**config.mk**
```make
export PLATFORM = sky130hd
export DESIGN_NAME = cpu_status_bank_select
export DESIGN_NICKNAME = d
export VERILOG_FILES = /design/src/hdl/cpu_status_pkg.sv /design/src/hdl/flag_calc_if.sv /design/src/hdl/status_flag_calc.sv /design/src/hdl/cpu_status_bank_select.sv
export SDC_FILE = /design/constraint.sdc
export NUM_CORES = 1
export LEC_CHECK = 0
export ABC_AREA = 0
export BUFFER_PORTS_ARGS = -buffer_cell sky130_fd_sc_hd__buf_2
export CAP_MARGIN = 20
export CORE_ASPECT_RATIO = 1.1
export CORE_MARGIN = 10
export CORE_UTILIZATION = 48
export DETAILED_ROUTE_END_ITERATION = 7
export PLACE_DENSITY = 0.85
export SETUP_SLACK_MARGIN = 0.5
export SLEW_MARGIN = 15
export SYNTH_ARGS = -nofsm -noshare
export SYNTH_HDL_FRONTEND = slang
export SYNTH_SLANG_ARGS = --single-unit
```
**constraint.sdc**
```tcl
create_clock -name clk_in -period 4.1 [get_ports clk_in]
set_input_delay 0.41 -clock clk_in [delete_from_list [all_inputs] [get_ports clk_in]]
set_output_delay 0.41 -clock clk_in [all_outputs]
set_load 0.05 [all_outputs]
```
**src/hdl/cpu_status_pkg.sv**
```systemverilog
// Constants and types shared by the status and bank select logic
package cpu_status_pkg;
    localparam int          ADDR_W        = 9;
    localparam int          FILE_W        = 7;
    localparam int          HOLD_W        = 5;
    localparam int          BANK_SIZE     = 128;
    // Low seven address bits; the register answers in every bank
    localparam logic [6:0]  STATUS_LOW7   = 7'h03;
    localparam logic [6:0]  HOLD_LOW7     = 7'h0a;
    localparam logic [8:0]  STATUS_OFFSET = 9'h003;
    localparam logic [8:0]  HOLD_OFFSET   = 9'h18a;
    // Unimplemented low addresses in banks 2 and 3
    localparam logic [6:0]  UNIMP_A       = 7'h05;
    localparam logic [6:0]  UNIMP_B       = 7'h07;
    localparam logic [6:0]  UNIMP_C       = 7'h08;
    localparam logic [6:0]  UNIMP_D       = 7'h09;
    localparam int          HIGH_BANK_BIT = 8;
    // Status field positions
    localparam int          IND_BANK_BIT  = 7;
    localparam int          DIR_HIGH_BIT  = 6;
    localparam int          DIR_LOW_BIT   = 5;
    localparam int          EXPIRY_BIT    = 4;
    localparam int          PDOWN_BIT     = 3;
    localparam int          ZERO_BIT      = 2;
    localparam int          HALF_BIT      = 1;
    localparam int          CARRY_BIT     = 0;
    localparam int          NIBBLE_W      = 4;
    localparam logic [7:0]  STATUS_RESET  = 8'h18;
    localparam logic [4:0]  HOLD_RESET    = 5'h00;
    localparam logic [2:0]  AFFECT_ARITH  = 3'h7;
    localparam logic [2:0]  AFFECT_ZERO   = 3'h4;
    localparam logic [2:0]  AFFECT_CARRY  = 3'h1;
    localparam logic [2:0]  AFFECT_NONE   = 3'h0;

    typedef enum logic [2:0] {
        OP_NONE,
        OP_PASS_ZERO,
        OP_CLEAR,
        OP_ADD,
        OP_SUB,
        OP_ROT_LEFT,
        OP_ROT_RIGHT
    } alu_op_t;
endpackage

```
**src/hdl/flag_calc_if.sv**
```systemverilog
// Carrier between the status register and its flag calculator
`timescale 1ns/1ps
`default_nettype none
interface flag_calc_if;
    cpu_status_pkg::alu_op_t op;
    logic [7:0]              a;
    logic [7:0]              b;
    logic                    carry_in;
    logic [7:0]              result;
    logic [2:0]              flags;
    logic [2:0]              affects;

    modport calc (
        input  op,
        input  a,
        input  b,
        input  carry_in,
        output result,
        output flags,
        output affects
    );
    modport user (
        output op,
        output a,
        output b,
        output carry_in,
        input  result,
        input  flags,
        input  affects
    );
endinterface
`default_nettype wire

```
**src/hdl/status_flag_calc.sv**
```systemverilog
// Result and zero, half carry and carry flags of one instruction
`timescale 1ns/1ps
`default_nettype none
module status_flag_calc (
    flag_calc_if.calc fc
);
    wire       is_sub = (fc.op == cpu_status_pkg::OP_SUB);
    // Subtract adds the complement plus one, so carry means no borrow
    wire [7:0] a_eff  = is_sub ? ~fc.a : fc.a;
    wire [8:0] sum    = {1'b0, fc.b} + {1'b0, a_eff} + {8'h00, is_sub};
    wire [4:0] nibble = {1'b0, fc.b[3:0]} + {1'b0, a_eff[3:0]}
                        + {4'h0, is_sub};
    wire       arith  = (fc.op == cpu_status_pkg::OP_ADD) || is_sub;
    wire       rot_l  = (fc.op == cpu_status_pkg::OP_ROT_LEFT);
    wire       rot_r  = (fc.op == cpu_status_pkg::OP_ROT_RIGHT);
    wire       clr    = (fc.op == cpu_status_pkg::OP_CLEAR);
    wire       zone   = clr || (fc.op == cpu_status_pkg::OP_PASS_ZERO);

    wire [7:0] res_rl = {fc.b[6:0], fc.carry_in};
    wire [7:0] res_rr = {fc.carry_in, fc.b[7:1]};
    wire [7:0] result = arith ? sum[7:0] :
                        rot_l ? res_rl :
                        rot_r ? res_rr :
                        clr   ? 8'h00 : fc.b;
    // Shifted-out bit becomes the carry on rotates
    wire       c_rot  = rot_l ? fc.b[7] : fc.b[0];
    wire       c_new  = arith ? sum[8] : c_rot;
    wire       dc_new = nibble[cpu_status_pkg::NIBBLE_W];
    wire       z_new  = (result == 8'h00);

    assign fc.result  = result;
    assign fc.flags   = {z_new, dc_new, c_new};
    assign fc.affects = arith          ? cpu_status_pkg::AFFECT_ARITH :
                        zone           ? cpu_status_pkg::AFFECT_ZERO  :
                        (rot_l || rot_r) ? cpu_status_pkg::AFFECT_CARRY :
                        cpu_status_pkg::AFFECT_NONE;
endmodule
`default_nettype wire

```
**src/hdl/cpu_status_bank_select.sv**
```systemverilog
// Core status register, bank selection and program counter holding register
`timescale 1ns/1ps
`default_nettype none
module cpu_status_bank_select (
    input  wire logic       clk_in,
    input  wire logic       rst_n_in,
    input  wire logic       exec_in,
    input  wire logic [2:0] alu_op_in,
    input  wire logic [7:0] operand_a_in,
    input  wire logic [7:0] operand_b_in,
    input  wire logic       dest_we_in,
    input  wire logic [8:0] dest_addr_in,
    input  wire logic [8:0] rd_addr_in,
    input  wire logic [6:0] file_field_in,
    input  wire logic [7:0] pointer_in,
    input  wire logic       pc_high_load_in,
    input  wire logic       wdt_kick_in,
    input  wire logic       sleep_in,
    input  wire logic       wdt_timeout_in,
    output logic      [7:0] rd_data_out,
    output logic            rd_claim_out,
    output logic      [7:0] result_out,
    output logic      [7:0] status_out,
    output logic      [4:0] pc_high_out,
    output logic      [8:0] direct_addr_out,
    output logic      [8:0] indirect_addr_out
);
    localparam int ZB = cpu_status_pkg::ZERO_BIT;
    localparam int HB = cpu_status_pkg::HALF_BIT;
    localparam int CB = cpu_status_pkg::CARRY_BIT;
    localparam int TB = cpu_status_pkg::EXPIRY_BIT;
    localparam int PB = cpu_status_pkg::PDOWN_BIT;
    localparam int IB = cpu_status_pkg::IND_BANK_BIT;
    localparam int DH = cpu_status_pkg::DIR_HIGH_BIT;
    localparam int DL = cpu_status_pkg::DIR_LOW_BIT;

    // Only the low seven bits decide: the register is common to all banks
    function automatic logic is_status(input logic [8:0] addr);
        is_status = (addr[6:0] == cpu_status_pkg::STATUS_LOW7);
    endfunction

    function automatic logic is_holding(input logic [8:0] addr);
        is_holding = (addr[6:0] == cpu_status_pkg::HOLD_LOW7);
    endfunction

    function automatic logic is_unimpl(input logic [8:0] addr);
        logic [6:0] low;
        low = addr[6:0];
        is_unimpl = addr[cpu_status_pkg::HIGH_BANK_BIT]
                    && (low == cpu_status_pkg::UNIMP_A
                        || low == cpu_status_pkg::UNIMP_B
                        || low == cpu_status_pkg::UNIMP_C
                        || low == cpu_status_pkg::UNIMP_D);
    endfunction

    logic [7:0] status;
    logic [4:0] holding;
    logic [7:0] next_status;

    flag_calc_if fc ();

    status_flag_calc flag_calc (
        .fc (fc.calc)
    );

    assign fc.op       = cpu_status_pkg::alu_op_t'(alu_op_in);
    assign fc.a        = operand_a_in;
    assign fc.b        = operand_b_in;
    assign fc.carry_in = status[CB];

    wire [7:0] result    = fc.result;
    wire [2:0] calc_flag = fc.flags;
    wire       dest_wr   = exec_in && dest_we_in;
    // Status is an ordinary destination; bank bits take the result
    wire       status_wr = dest_wr && is_status(dest_addr_in);
    wire       hold_wr   = dest_wr && is_holding(dest_addr_in);
    wire [2:0] affects   = exec_in ? fc.affects : 3'h0;
    wire [2:0] bank_next = status_wr ? result[IB:DL] : status[IB:DL];

    // Set sources win over a time-out in the same cycle
    wire to_set   = wdt_kick_in || sleep_in;
    wire next_to  = to_set ? 1'b1 : (wdt_timeout_in ? 1'b0 : status[TB]);
    wire next_pd  = wdt_kick_in ? 1'b1 : (sleep_in ? 1'b0 : status[PB]);

    // Any flag-affecting op shuts the byte out of all three flags
    wire       low_wr    = status_wr && (affects == cpu_status_pkg::AFFECT_NONE);
    genvar gi;
    generate
        for (gi = 0; gi <= ZB; gi++) begin : g_flag
            assign next_status[gi] = affects[gi] ? calc_flag[gi] :
                                     low_wr ? result[gi] : status[gi];
        end
    endgenerate

    // Expiry and power-down never take the written byte
    assign next_status[TB]    = next_to;
    assign next_status[PB]    = next_pd;
    assign next_status[IB:DL] = bank_next;

    wire [7:0] rd_mux = is_status(rd_addr_in)  ? status :
                        is_holding(rd_addr_in) ? {3'h0, holding} :
                        8'h00;
    wire       claim  = is_status(rd_addr_in) || is_holding(rd_addr_in)
                        || is_unimpl(rd_addr_in);

    // Direct: two bank bits above the seven-bit field; 128 bytes per bank
    wire [8:0] dir_addr = {status[DH], status[DL], file_field_in};
    // Indirect: one bank bit above the eight-bit pointer
    wire [8:0] ind_addr = {status[IB], pointer_in};

    always_ff @(posedge clk_in) begin
        if (!rst_n_in) begin
            status  <= cpu_status_pkg::STATUS_RESET;
            holding <= cpu_status_pkg::HOLD_RESET;
        end else begin
            status <= next_status;
            if (hold_wr) begin
                holding <= result[4:0];
            end
        end
    end

    // Counter upper bits are only ever loaded from the holding register
    always_ff @(posedge clk_in) begin
        if (!rst_n_in) begin
            pc_high_out <= cpu_status_pkg::HOLD_RESET;
        end else if (pc_high_load_in) begin
            pc_high_out <= holding;
        end
    end

    always_ff @(posedge clk_in) begin
        if (!rst_n_in) begin
            rd_data_out       <= 8'h00;
            rd_claim_out      <= 1'b0;
            result_out        <= 8'h00;
            direct_addr_out   <= 9'h000;
            indirect_addr_out <= 9'h000;
        end else begin
            rd_data_out       <= rd_mux;
            rd_claim_out      <= claim;
            result_out        <= result;
            direct_addr_out   <= dir_addr;
            indirect_addr_out <= ind_addr;
        end
    end

    assign status_out = status;

    wire op_none  = (alu_op_in == 3'(cpu_status_pkg::OP_NONE));
    wire op_clear = (alu_op_in == 3'(cpu_status_pkg::OP_CLEAR));
    wire op_add   = (alu_op_in == 3'(cpu_status_pkg::OP_ADD));
    wire op_sub   = (alu_op_in == 3'(cpu_status_pkg::OP_SUB));
    wire op_rotl  = (alu_op_in == 3'(cpu_status_pkg::OP_ROT_LEFT));
    wire op_rotr  = (alu_op_in == 3'(cpu_status_pkg::OP_ROT_RIGHT));
    wire no_rst_src = !wdt_kick_in && !sleep_in && !wdt_timeout_in;
    wire [8:0] ref_sum = {1'b0, operand_a_in} + {1'b0, operand_b_in};
    wire [4:0] ref_nib = {1'b0, operand_a_in[3:0]}
                         + {1'b0, operand_b_in[3:0]};
endmodule
`default_nettype wire

```
# Word level (Yosys, flattened, before mapping)
# Cells that the tools add are included.
# totals
register_bits	53
input_bits	60
# classes
add_sub_neg	4
n_eq_ne	14
n_mux	19
bitwise	2
reduce_logical	21
# ops
operator	count
$mux W8	6
$eq A7 B4 Y1 const B	4
$eq A7 B2 Y1 const B	2
$eq A7 B3 Y1 const B	2
$add A8 B8 Y9	1
$add A9 B1 Y9	1
$eq A3 B3 Y1 const B	3
$logic_or A1 B1 Y1	9
$mux W1	9
$mux W3	3
$logic_not A8 Y1	1
$not A8 Y8	1
$eq A3 B2 Y1 const B	2
$reduce_bool A2 Y1	3
$add A4 B4 Y5	1
$add A5 B1 Y5	1
$logic_and A1 B1 Y1	5
$mux W5	1
$reduce_or A2 Y1	2
$eq A3 B1 Y1 const B	1
$logic_not A3 Y1	1
$not A1 Y1	1

# Longest topological paths before layout
# logic_depth
depth_word	10
ltp_mapped	11

# Modules after synthesis
# A second synthesis with hierarchy kept.
# hier_totals
cells_unflattened	280
hier_area_um2	2766.4
# modules_own_cells
module	n_inst	cells_per_inst	area_each_um2
cpu_status_bank_select	1	154	1775.5
status_flag_calc	1	126	991.0

# Least setup slack after synthesis
# Ideal clock, no wire load.
# synth_timing
path_kind	input to register
from	input alu_op_in[2]
to	register status[2], in the netlist status_out[2]
setup_time_ns	0.060
arrival_time_ns	3.002
setup_slack_ns	1.039
path_stages	11
path_buffers	2
path_cell_list	buf_4 -> nor3b_1 -> buf_2 -> xor2_1 -> ha_1 -> and3b_1 -> a211oi_1 -> o21ai_0 -> xor2_1 -> a221oi_1 -> a41o_1
# synth_via
elab_chain_len	9
elab_cells_between_ends	26
# synth_lines
element	line_no	source
start, declared	cpu_status_bank_select.sv:8	input wire logic [2:0] alu_op_in,
branches (longest 9 deep; another with $add A8 B8 Y9)	n/a	
end signal, assigned	cpu_status_bank_select.sv:113	status <= cpu_status_pkg::STATUS_RESET;
end signal, assigned	cpu_status_bank_select.sv:116	status <= next_status;
end, declared	cpu_status_bank_select.sv:56	logic [7:0] status;
# Several ways; the timed one is not identified. The select of a mux whose other input is x is not followed.
# A chain may end at the register's enable or synchronous reset.

# Worst setup path in the final report
# layout_timing
from	input alu_op_in[1]
to	register status[2], in the netlist status_out[2]
# Same word-level chain as after synthesis.

==> reports/metrics.cfg <==
[placement]
hpwlAfterDp_um=5760
gp_congestion=0.842
portBuffers=104
preCtsSetupSlack_ns=0.542

[floorplan]
core_area_um2=5330
die_w_um=90.3
rows=28
io-pin-count=108
initial_utilization_pct=49.0
dieArea_um2=8790
die_h_um=97.4

[pwr]
ir_drop_v=0.000189
internal_power_uw=768
p_sw_uw=350
clkPwrFrac_pct=26.7
p_leak_uw=0.00158
p_per_area_nw_per_um2=341
pwr-share-comb_pct=25.2
p_sw_share_pct=31.3
power_uw=1120
pwr-share-seq_pct=48.1

[clock_network]
clock_latency_ns=0.31
cts_tree=done
cts_buffers=5
root_buffer=clkbuf_8
max-clock-path-buffers=2
cts.clk_slew.worst_paths_ns=0.09
cts_num_sinks=53
cts_max_level=2

[timing]
slew_viol_final=0
period_needed_ns=3.11
worst_clock_skew_ns=0.00788
fin_ws_ns=0.987
setup_tns_ns=0
tightestPinTransition_ns=0.761
rsz0062_at_grt=no
hold_violations=0
holdWs_ns=0.262
setup_viol=0
min_period_over_period_pct=75.9
timing.slew.headroom_pct=48.9
fmax_mhz=321

[critical_path]
crit_top_cell=xor2_1
end_kind=register
required_ns=4.31
worst-path-buf-inv=2
critPathTopFamily=compound AO/OA/AOI/OAI gates
crit_fanout=24
slowest_delay_ns=0.50
cp.arrival_ns=3.32
critPathSlowestCell=a221oi_1
cp_cell_sequence=buf_2, nor3b_1, buf_4, xor2_1, ha_1, and3b_1, a211oi_2, xor2_1, a221oi_1, nor4_1, a41o_1
critPathKind=in -> reg
start_kind=input pin

[routing]
first_iter_violations=144
via_count=2358
routed_wl_um=7150
wl_per_cell_um=15.9
ant_nets=0
drtPass1Iterations=4
drc_errors=0
viasPerCell=5.24

[yosys]
synth_edf_count=0
yosysSeqAreaShare_pct=40.6
synth_flop_cell=dfxtp_1
syn_area_um2=2610
yosysWarningCount=0
synth_nets=345
async_flop_share_pct=0
yosysUniqueCellTypes=54
syn_inst=275
yosys_register_bits=53
synth.avg_cell_area_um2=9.50

[cells_and_area]
area_growth_pct=25.5
num-nets-final=444
n_fill_cell=474
drive_gt1_share_pct=33.3
antennaDiodeCount=0

[hold_path]
hp-class=in -> reg

[global_route]
grt_usage_pct=16.1
grt_pass1_wl_um=11800
grt_pass1_vias=2450
overflow=0
grt_max_degree=28
antenna_found_initial=0

[run_status]
outcome=finished clean

[flow_run]
maxCapViolations=0

==> power groups by stage <==
stage	clock [uW]	combinational (uW)	sequential (uW)
finish	298	282	538
detailed placement	0	279	550
floorplan	0	133	613
global route	332	306	541
CTS	308	280	538
global placement	0	272	550
==> final cells by class <==
type | count | area (um^2) | area share (%)
flip-flops and latches | 53 | 1060 | 32.4
repair buffers | 106 | 536 | 16.3
clock inverters | 2 | 13.8 | 0.420
clock buffers | 6 | 82.6 | 2.52
well taps | 75 | 93.8 | 2.86
multi-input cells | 201 | 1460 | 44.7
inverters | 7 | 26.3 | 0.802
==> layer usage <==
metal,wire length [um],vias up,track usage (%)
met5,0,-,0
met4,184,0,7.97
met3,508,11,4.71
met2,3230,101,25.7
met1,3220,1075,19.3
li1,-,1171,-
==> repair_timing <==
item                                    CTS  global route
endpoints found under the hold margin     0             0
buffers inserted                          0             0
endpoints found under the setup margin    0             2
resized for setup                         0             1
hold buffers                              0             0
==> per-stage QoR <==
step                      util, %  std cells  area (um^2)
after floorplan                 -        275         2610
after global placement       59.6        442         3180
after detailed placement     59.6        442         3180
after CTS                    61.4        450         3270
after global routing         61.5        450         3280
final                        61.5        450         3280
==> cells by family after synthesis <==
group	Yosys count	synth area share (%)
buffers and inverters	21	3.50
adders and majority gates	10	5.08
xor gates and xnor gates	14	4.70
and+or+nand+nor	98	21.7
muxes	23	9.01
AOI/OAI and AO/OA	56	15.4
DFF	53	40.6
==> worst paths after layout <==
| kind | startpoint | to | slack (ns) | cells past startpoint |
|---|---|---|---|---|
| setup reg to reg | status_out[0]$_SDFFE_PN0P_ | status_out[0]$_SDFFE_PN0P_ | 2.46 | 6 |
| setup / recovery | alu_op_in[1] | status_out[2]$_SDFFE_PN0P_ | 0.99 | 11 |
| hold reg to reg | status_out[6]$_SDFFE_PN0P_ | direct_addr_out[8]$_SDFF_PN0_ | 0.49 | 2 |
| hold / removal | rd_addr_in[5] | rd_claim_out$_SDFF_PN0_ | 0.26 | 2 |
==> synthesized netlist by cell type (all sizes together), types with 3 or more instances <==
library cell	number	area share, %
ha	9	4.3
o21ai	7	1.3
mux2i	19	7.3
buf	7	1.5
xor2	14	4.7
dfxtp	53	41
nand2	13	1.9
nand3	4	0.96
a22o	7	2.3
o21bai	3	0.86
o21a	3	0.86
nor3b	3	1.1
nor3	6	1.2
and2	26	6.2
a221oi	4	1.3
mux2	4	1.7
clkbuf	7	1.0
nor4	3	0.96
a211oi	5	1.4
inv	7	1.0
nor2b	4	0.96
nor2	25	3.6
a21oi	12	2.3
==> state kept, by name, summed over array words and instances, names as in the netlist <==
name / flops
status_out: 8
result_out: 8
direct_addr_out: 9
indirect_addr_out: 9
rd_claim_out: 1
holding: 5
rd_data_out: 8
pc_high_out: 5
==> placed cells by master, fill, tap and decap left out, types with 2 or more instances in the layout <==
cell type / count
a211o_1: 2
o21bai_1: 3
inv_1: 7
a221oi_1: 4
o21ai_0: 7
ha_1: 9
o31ai_1: 2
clkbuf_8: 6
nand2b_1: 2
a211oi_1: 4
and2_1: 26
buf_4: 2
nor4_1: 2
and3b_1: 2
nand2_1: 13
a21oi_1: 12
mux2_2: 3
nor3b_1: 2
nor3_1: 6
dfxtp_1: 53
o21a_1: 3
mux2i_1: 19
nand3_1: 3
xor2_1: 14
a221o_1: 2
nor2b_1: 4
a22o_1: 7
buf_2: 104
nor2_1: 25
(Power assumes the default switching activity.)
